==> src/gpio_mux_pkg.sv <==
package gpio_mux_pkg;
  // ------------------------------------------------------------
  // register map
  // ------------------------------------------------------------
  localparam int ADDR_W = 10;
  localparam logic [9:0] DIR_OFS = 10'h06e;
  localparam logic [9:0] ISEL2_OFS = 10'h06f;
  localparam logic [9:0] ISEL1_OFS = 10'h070;
  localparam logic [9:0] ISEL0_OFS = 10'h071;
  localparam logic [9:0] OSEL2_OFS = 10'h072;
  localparam logic [9:0] OSEL1_OFS = 10'h073;
  localparam logic [9:0] OSEL0_OFS = 10'h074;
  localparam logic [9:0] RSVD_OFS = 10'h075;
  localparam logic [9:0] OVAL_OFS = 10'h076;
  localparam logic [9:0] RDBK_OFS = 10'h219;
  // ------------------------------------------------------------
  // reset values and function codes
  // ------------------------------------------------------------
  localparam logic [3:0] NIB_RST = 4'h0;
  localparam logic [2:0] FN_GENERAL = 3'h0;
  localparam logic [2:0] FN_SEL_A = 3'h1;
  localparam logic [2:0] FN_SEL_B = 3'h2;
  localparam logic [2:0] FN_REF_SEL = 3'h5;
  localparam int PINS = 4;
  localparam int CLK_OUTS = 8;

  // status flags from the pll and reference monitors
  typedef struct packed {
    logic [1:0] lossOfLock;
    logic [1:0] holdover;
    logic [1:0] lossOfSignal;
  } status_flags_t;

  // register bus request
  typedef struct packed {
    logic [ADDR_W-1:0] addr;
    logic [7:0] wdata;
    logic wr;
    logic rd;
  } reg_req_t;

  // manual reference select outputs
  typedef struct packed {
    logic [1:0] level;
    logic [1:0] active;
  } ref_select_t;
endpackage

==> src/clock_chip_gpio_mux.sv <==
// Functional notes
// - each pin has a direction bit, 0 input 1 output, reset to input
// - general-input pin levels readable at 0x219 in a four-bit register
// - input code 000 copies the pin level into its readback bit
// - pin 0 input codes 001/010 gate clock outputs 0 and 4
// - pin 1 input codes 001/010 gate clock outputs 1 and 5
// - pin 2 input codes 001/010 gate clock outputs 2 and 6
// - pin 2 input code 101 drives manual reference select of first pll
// - pin 3 input codes 001/010 gate clock outputs 3 and 7
// - pin 3 input code 101 drives manual reference select of second pll
// - output code 000 drives the pin from the output value register
// - pin 0 output codes 001/010 drive loss-of-lock of pll one/two
// - pin 1 output codes 001/010 drive holdover of pll one/two
// - pin 2 output codes 001/010 drive loss-of-signal of ref 0/1
// - pin 3 output codes 001/010 drive loss-of-lock pll two, los ref 1
// - output value register resets to zero, used only for general output
// - reserved bits are written zero, writes accepted, reads not relied on
// - register enable 0 puts a clock output in high impedance
//
// Strobed register access is this design's own decision.
module clock_chip_gpio_mux (
  input wire logic core_clk,
  input wire logic resetn,
  input wire gpio_mux_pkg::reg_req_t regReq,
  output logic [7:0] regRdata,
  input wire logic [3:0] gpioIn,
  output logic [3:0] gpioOut,
  output logic [3:0] gpioOe,
  input wire gpio_mux_pkg::status_flags_t statusFlags,
  input wire logic [7:0] outEnableReg,
  output logic [7:0] clockOutputEnable,
  output gpio_mux_pkg::ref_select_t refSelect
);
  import gpio_mux_pkg::*;

  // ------------------------------------------------------------
  // state
  // ------------------------------------------------------------
  typedef struct packed {
    logic [3:0] dir;
    logic [3:0] isel2;
    logic [3:0] isel1;
    logic [3:0] isel0;
    logic [3:0] osel2;
    logic [3:0] osel1;
    logic [3:0] osel0;
    logic [3:0] outVal;
    logic [3:0] syncA;
    logic [3:0] syncB;
    logic [3:0] readback;
    logic [7:0] rdata;
    logic [3:0] pinOut;
    logic [3:0] pinOe;
    logic [7:0] clkEn;
    logic [1:0] refLevel;
    logic [1:0] refActive;
  } state_t;

  state_t s_q;
  state_t s_d;

  // field of one pin across the three code registers
  function automatic logic [2:0] code(input logic [3:0] b2, input logic [3:0] b1,
                                      input logic [3:0] b0, input int p);
    code = {b2[p], b1[p], b0[p]};
  endfunction

  // status flag selected by an output code for one pin
  function automatic logic flagFor(input int p, input logic [2:0] c,
                                   input status_flags_t f);
    flagFor = 1'b0;
    if (c == FN_SEL_A) begin
      case (p)
        0: flagFor = f.lossOfLock[0];
        1: flagFor = f.holdover[0];
        2: flagFor = f.lossOfSignal[0];
        default: flagFor = f.lossOfLock[1];
      endcase
    end else if (c == FN_SEL_B) begin
      case (p)
        0: flagFor = f.lossOfLock[1];
        1: flagFor = f.holdover[1];
        default: flagFor = f.lossOfSignal[1];
      endcase
    end
  endfunction

  // ------------------------------------------------------------
  // next state
  // ------------------------------------------------------------
  always_comb begin
    logic [2:0] ic;
    logic [2:0] oc;
    logic [7:0] gate;
    ic = FN_GENERAL;
    oc = FN_GENERAL;
    gate = 8'hff;
    s_d = s_q;
    // register writes, upper reserved bits dropped
    if (regReq.wr) begin
      case (regReq.addr)
        DIR_OFS: s_d.dir = regReq.wdata[3:0];
        ISEL2_OFS: s_d.isel2 = regReq.wdata[3:0];
        ISEL1_OFS: s_d.isel1 = regReq.wdata[3:0];
        ISEL0_OFS: s_d.isel0 = regReq.wdata[3:0];
        OSEL2_OFS: s_d.osel2 = regReq.wdata[3:0];
        OSEL1_OFS: s_d.osel1 = regReq.wdata[3:0];
        OSEL0_OFS: s_d.osel0 = regReq.wdata[3:0];
        OVAL_OFS: s_d.outVal = regReq.wdata[3:0];
        default: s_d.outVal = s_q.outVal;
      endcase
    end
    // two-stage synchroniser on the pin levels
    s_d.syncA = gpioIn;
    s_d.syncB = s_q.syncA;
    // read data, stands one cycle after the strobe only
    s_d.rdata = 8'h00;
    if (regReq.rd) begin
      case (regReq.addr)
        DIR_OFS: s_d.rdata = {4'h0, s_q.dir};
        ISEL2_OFS: s_d.rdata = {4'h0, s_q.isel2};
        ISEL1_OFS: s_d.rdata = {4'h0, s_q.isel1};
        ISEL0_OFS: s_d.rdata = {4'h0, s_q.isel0};
        OSEL2_OFS: s_d.rdata = {4'h0, s_q.osel2};
        OSEL1_OFS: s_d.rdata = {4'h0, s_q.osel1};
        OSEL0_OFS: s_d.rdata = {4'h0, s_q.osel0};
        OVAL_OFS: s_d.rdata = {4'h0, s_q.outVal};
        RDBK_OFS: s_d.rdata = {4'h0, s_q.readback};
        default: s_d.rdata = 8'h00;
      endcase
    end
    // per-pin function decode
    s_d.refLevel = 2'b00;
    s_d.refActive = 2'b00;
    for (int p = 0; p < PINS; p++) begin
      ic = code(s_q.isel2, s_q.isel1, s_q.isel0, p);
      oc = code(s_q.osel2, s_q.osel1, s_q.osel0, p);
      s_d.readback[p] = 1'b0;
      s_d.pinOe[p] = s_q.dir[p];
      s_d.pinOut[p] = 1'b0;
      if (s_q.dir[p]) begin
        if (oc == FN_GENERAL) begin
          s_d.pinOut[p] = s_q.outVal[p];
        end else begin
          s_d.pinOut[p] = flagFor(p, oc, statusFlags);
        end
      end else begin
        if (ic == FN_GENERAL) begin
          s_d.readback[p] = s_q.syncB[p];
        end else if (ic == FN_SEL_A) begin
          gate[p] = s_q.syncB[p];
        end else if (ic == FN_SEL_B) begin
          gate[p+4] = s_q.syncB[p];
        end else if (ic == FN_REF_SEL && p >= 2) begin
          // bit 0 of the pin index picks the pll, so no negative index
          s_d.refLevel[p[0]] = s_q.syncB[p];
          s_d.refActive[p[0]] = 1'b1;
        end
      end
    end
    // register enable and pin gating are ANDed, either one low turns an output off
    s_d.clkEn = outEnableReg & gate;
  end

  // ------------------------------------------------------------
  // state register
  // ------------------------------------------------------------
  always_ff @(posedge core_clk or negedge resetn) begin
    if (!resetn) begin
      s_q <= '0;
    end else begin
      s_q <= s_d;
    end
  end

  // outputs straight from flip-flops
  assign regRdata = s_q.rdata;
  assign gpioOut = s_q.pinOut;
  assign gpioOe = s_q.pinOe;
  assign clockOutputEnable = s_q.clkEn;
  assign refSelect = '{level: s_q.refLevel, active: s_q.refActive};

  // per-pin codes as the decode reads them
  logic [2:0] pin0In;
  logic [2:0] pin0Out;
  logic [2:0] pin2In;
  logic [2:0] pin1In;
  logic [2:0] pin3In;
  logic [2:0] pin1Out;
  logic [2:0] pin2Out;
  logic [2:0] pin3Out;
  assign pin0In = {s_q.isel2[0], s_q.isel1[0], s_q.isel0[0]};
  assign pin0Out = {s_q.osel2[0], s_q.osel1[0], s_q.osel0[0]};
  assign pin2In = {s_q.isel2[2], s_q.isel1[2], s_q.isel0[2]};
  assign pin1In = {s_q.isel2[1], s_q.isel1[1], s_q.isel0[1]};
  assign pin3In = {s_q.isel2[3], s_q.isel1[3], s_q.isel0[3]};
  assign pin1Out = {s_q.osel2[1], s_q.osel1[1], s_q.osel0[1]};
  assign pin2Out = {s_q.osel2[2], s_q.osel1[2], s_q.osel0[2]};
  assign pin3Out = {s_q.osel2[3], s_q.osel1[3], s_q.osel0[3]};
endmodule

==> config.mk <==
export PLATFORM = sky130hd
export DESIGN_NAME = clock_chip_gpio_mux
export DESIGN_NICKNAME = d
export VERILOG_FILES = /design/src/gpio_mux_pkg.sv /design/src/clock_chip_gpio_mux.sv
export SDC_FILE = /design/constraint.sdc
export NUM_CORES = 1
export LEC_CHECK = 0
export ABC_CLOCK_PERIOD_IN_PS = 1400
export BUFFER_PORTS_ARGS = -buffer_cell sky130_fd_sc_hd__buf_4
export CAP_MARGIN = 20
export CORE_UTILIZATION = 56
export CTS_BUF_LIST = sky130_fd_sc_hd__clkbuf_8
export DETAILED_ROUTE_END_ITERATION = 7
export GPL_ROUTABILITY_DRIVEN = 0
export PLACE_DENSITY = 0.88
export SLEW_MARGIN = 20
export SYNTH_ARGS = -nofsm -noshare
export SYNTH_HDL_FRONTEND = slang
export SYNTH_SLANG_ARGS = --single-unit
==> constraint.sdc <==
create_clock -name core_clk -period 1.4 [get_ports core_clk]
set_input_delay 0.07 -clock core_clk [delete_from_list [all_inputs] [get_ports core_clk]]
set_output_delay 0.07 -clock core_clk [all_outputs]
set_load 0.01 [all_outputs]
==> After elaboration in Yosys (flattened, before gate mapping) <==
Cells that the tools add are included.
Widths: inputs -> output; s select.
{ "totals": {"wordCells": 135, "regBits": 72, "out_inout_bits": 28} }
{ "classes": {"bitwise_logic": 1, "reduce_logical": 16, "mux": 74, "n_eq_ne": 27} }
{ "ops": {"columns": ["operator", "count"], "rows": [
  ["$eq 10x7->1 const B", 8],
  ["$mux 1", 72],
  ["$pmux 4 s9", 1],
  ["$eq 3x1->1 const B", 8],
  ["$eq 3x2->1 const B", 8],
  ["$logic_not 3->1", 8],
  ["$reduce_and 2->1", 8],
  ["$eq 10x10->1 const B", 1],
  ["$and 8x8->8", 1],
  ["$eq 3x3->1 const B", 2],
  ["$mux 4", 1]
]} }

==> Depth between registers and ports, before layout <==
{ "depth": {"depth_word": 6, "depth_mapped": 6} }

==> Least setup slack after synthesis <==
OpenSTA, ideal clock, no wires.
{ "synth_timing": {"path_kind": "input port to flip-flop", "startpoint": "input regReq[19] (netlist name)", "endpoint": "register s_q, in the netlist pin0Out[1]", "t_required_ps": 1273, "path_stages": 6, "slack_ps": -39, "n_path_buf": 1, "t_arrival_ps": 1312, "cell_sequence": "nand4bb_4 nor3_4 and3_4 and3_1 buf_4 mux2_1"} }
{ "synth_between": {"elab_chain_len": 2} }
{ "synth_rtl": {"columns": ["element", "line", "text"], "rows": [
  ["start, declared", "clock_chip_gpio_mux.sv:24", "input wire gpio_mux_pkg::reg_req_t regReq,"],
  ["$eq 10x7->1", "clock_chip_gpio_mux.sv:101", "case (regReq.addr)"],
  ["$reduce_and 2->1 (no source line)", null, null],
  ["end signal, assigned", "clock_chip_gpio_mux.sv:170", "s_q <= '0;"],
  ["end signal, assigned", "clock_chip_gpio_mux.sv:172", "s_q <= s_d;"],
  ["end, declared", "clock_chip_gpio_mux.sv:59", "state_t s_q;"]
]} }
No other way between the ends.
A chain may end at the register's enable or synchronous reset.

==> impl_metrics.tcl <==
set metrics [dict create \
    placed_area_mm2 0.003729 \
    max_freq_mhz 759.4 \
    synthCells 255 \
    p_switching_uw 983.9 \
    grt_max_degree 39 \
    finalInstanceArea_mm2 0.004075 \
    synth-seq-cells 68 \
    initial_core_util 0.5796 \
    fin_skew_ns 0.01673 \
    post_cts_buffers 0 \
    dr.pass1.iters 4 \
    seq_power_share 0.495 \
    final_common_cell "buf_4" \
    cts_sinks 68 \
    cts_tree "built" \
    p_leak_nw 1.995 \
    power_frac_comb 0.091 \
    antenna_found_initial 0 \
    vias 2415 \
    end_kind "flip-flop" \
    drt_iter0_markers 310 \
    rsz0062_at_grt "no" \
    synth_cell_type_count 41 \
    drc 0 \
    avgSynthCellArea_um2 12.44 \
    nNetsFinal 380 \
    finalSetupTns_ns 0 \
    rows 27 \
    layout_common_cells "89 x buf_4, 68 x dfrtp_1, 30 x mux2_2" \
    dpl.hpwl_um 4918 \
    finalHoldViolations 0 \
    yosysSeqAreaShare 0.5365 \
    finalMaxSlewViolations 0 \
    powerDensity_mw_per_mm2 1009 \
    synth_edf_count 0 \
    synth_flop_cell "dfrtp_1" \
    ant_nets 0 \
    cts_made_buffers 9 \
    portBuffers 59 \
    grt_pass1_vias 2499 \
    cp.required_ns 1.63 \
    grtUsageTotal 0.2927 \
    min_period_over_period 0.9406 \
    async_flop_share 1.000 \
    synth_area_mm2 0.003172 \
    fin_crit_ns 1.317 \
    via_per_inst 5.791 \
    cp-start-kind "flip-flop" \
    outcome "completed" \
    swShare 0.2392 \
    clkPwrFrac 0.413 \
    grt_pass1_wl_um 12750 \
    dieArea_mm2 0.005969 \
    fp.dieW_um 77.26 \
    ys_warn_count 0 \
    grt_overflow_total 0 \
    wl_um 7822 \
    coreArea_mm2 0.005473 \
    clk_pin_slew_worst_paths_ns 0.08 \
    fill_cells 331 \
    worstSetupPathType "flip-flop to flip-flop" \
    routedWlPerCell_um 18.76 \
    setup-violations-final 0 \
    syn2layout_area_growth_pct 28.48 \
    internal_power_mw 3.129 \
    peakVddDrop_mv 0.6603 \
    n_antenna_cell 0 \
    cp.arrival_ns 1.54 \
    hold_class "input pin to flip-flop" \
    clock_path_buffers 2 \
    io_pins 68 \
    die_h_um 77.26 \
    clkLatencyLatePin_ns 0.35 \
    root_buffer "clkbuf_8" \
    timing.max_cap.violations 0 \
    cp_max_fo 4 \
    h-tree-depth 3 \
    drive_above_1_share 0.4174 \
]
## sequential cells by signal, indices dropped and copies added (netlist names)
name,flops
pin1Out,3
pin0In,3
gpioOe,4
regRdata,4
s_d,8
refSelect,4
s_q,12
clockOutputEnable,8
pin2Out,3
pin3Out,3
pin2In,3
gpioOut,4
pin3In,3
pin0Out,3
pin1In,3
## power by group through the flow
stage | Combinational [mW] | Sequential, mW | Clock, mW
6_report | 0.376 | 2.04 | 1.70
5_1_grt | 0.410 | 2.04 | 1.79
4_1_cts | 0.370 | 2.03 | 1.68
3_5_place_dp | 0.337 | 2.07 | 0
3_3_place_gp | 0.328 | 2.07 | 0
2_1_floorplan | 0.136 | 2.07 | 0
## metrics by stage
step | std cells | power, mW | worst slack [ns] | hold WS (ns) | utilization
2_1_floorplan | 258 | 2.201 | -0.03920 | -0.2256 | -
3_3_place_gp | 388 | 2.398 | -0.2106 | 0.06009 | 0.6813
3_5_place_dp | 388 | 2.409 | -0.2520 | 0.06873 | 0.6813
4_1_cts | 417 | 4.089 | 0.06664 | 0.007389 | 0.7435
5_1_grt | 417 | 4.239 | 0.01203 | 0.01410 | 0.7446
6_report | 417 | 4.113 | 0.08313 | 0.008436 | 0.7446
## worst max-delay path: stages (launching register included)
cell	delay, ns
dfrtp_1	0.43
mux4_2	0.48
a31oi_1	0.19
a31oi_1	0.10
## layout make-up
type                    count  area (um2)  share of cell area
clock inverters             5       58.81             0.01443
inverters                   4       15.01            0.003684
multi-input cells         154        1240              0.3043
flip-flops and latches     68        1702              0.4176
clock buffers              11       151.4             0.03715
well taps                  72       90.09             0.02211
repair buffers            103       818.3              0.2008
## synthesized netlist by cell type, drive strengths merged (2+ instances only)
cell type / instances / area (um2)
buf: 32 / 232.7
o21ai: 8 / 40.04
and3: 6 / 42.54
mux2: 34 / 382.9
nor2: 8 / 32.54
nor4: 6 / 37.54
a21oi: 5 / 25.02
mux2i: 12 / 120.1
a31oi: 5 / 31.28
nand4: 5 / 31.28
nor3b: 4 / 30.03
dfrtp: 68 / 1702
nor3: 2 / 21.27
a21boi: 2 / 15.01
nand2b: 6 / 37.54
and2: 4 / 25.02
nand2: 11 / 41.29
inv: 4 / 15.01
o22ai: 3 / 18.77
and3b: 6 / 52.55
nand3b: 6 / 48.80
o41a: 4 / 45.04
nor2b: 2 / 12.51
## cells by family after synthesis
kind of cell | count (synthesis) | share of synthesized area
and+or+nand+nor | 70 | 0.1471
DFF | 68 | 0.5365
muxes | 47 | 0.1657
buffers and inverters | 36 | 0.07810
AOI/OAI and AO/OA | 33 | 0.07140
other | 1 | 0.001182
## worst paths after layout
check	startpoint	end	slack, ns	depth (start not counted)
setup / recovery	pin2In[1]	regRdata[2]	0.08	3
hold / removal	regReq[2]	pin0Out[1]	0.008	2
setup reg to reg	pin2In[1]	regRdata[2]	0.08	3
hold reg to reg	s_d[35]	s_q[35]	0.35	0
max in group asynchronous	resetn	s_d[12]	0.67	3
min in group asynchronous	resetn	s_d[34]	0.23	2
## metal layers
| metal | GRT usage | wire, um |
|---|---|---|
| met1 | 0.3867 | 3218 |
| met2 | 0.4442 | 3735 |
| met3 | 0.07024 | 488 |
| met4 | 0.1623 | 380 |
| met5 | 0 | 0 |
## repair_timing
action	4_1_cts	5_1_grt
hold endpoints to repair	47	0
endpoints found under the setup margin	0	3
hold buffers	13	0
gates resized for setup	0	3
(Power assumes the default switching activity.)
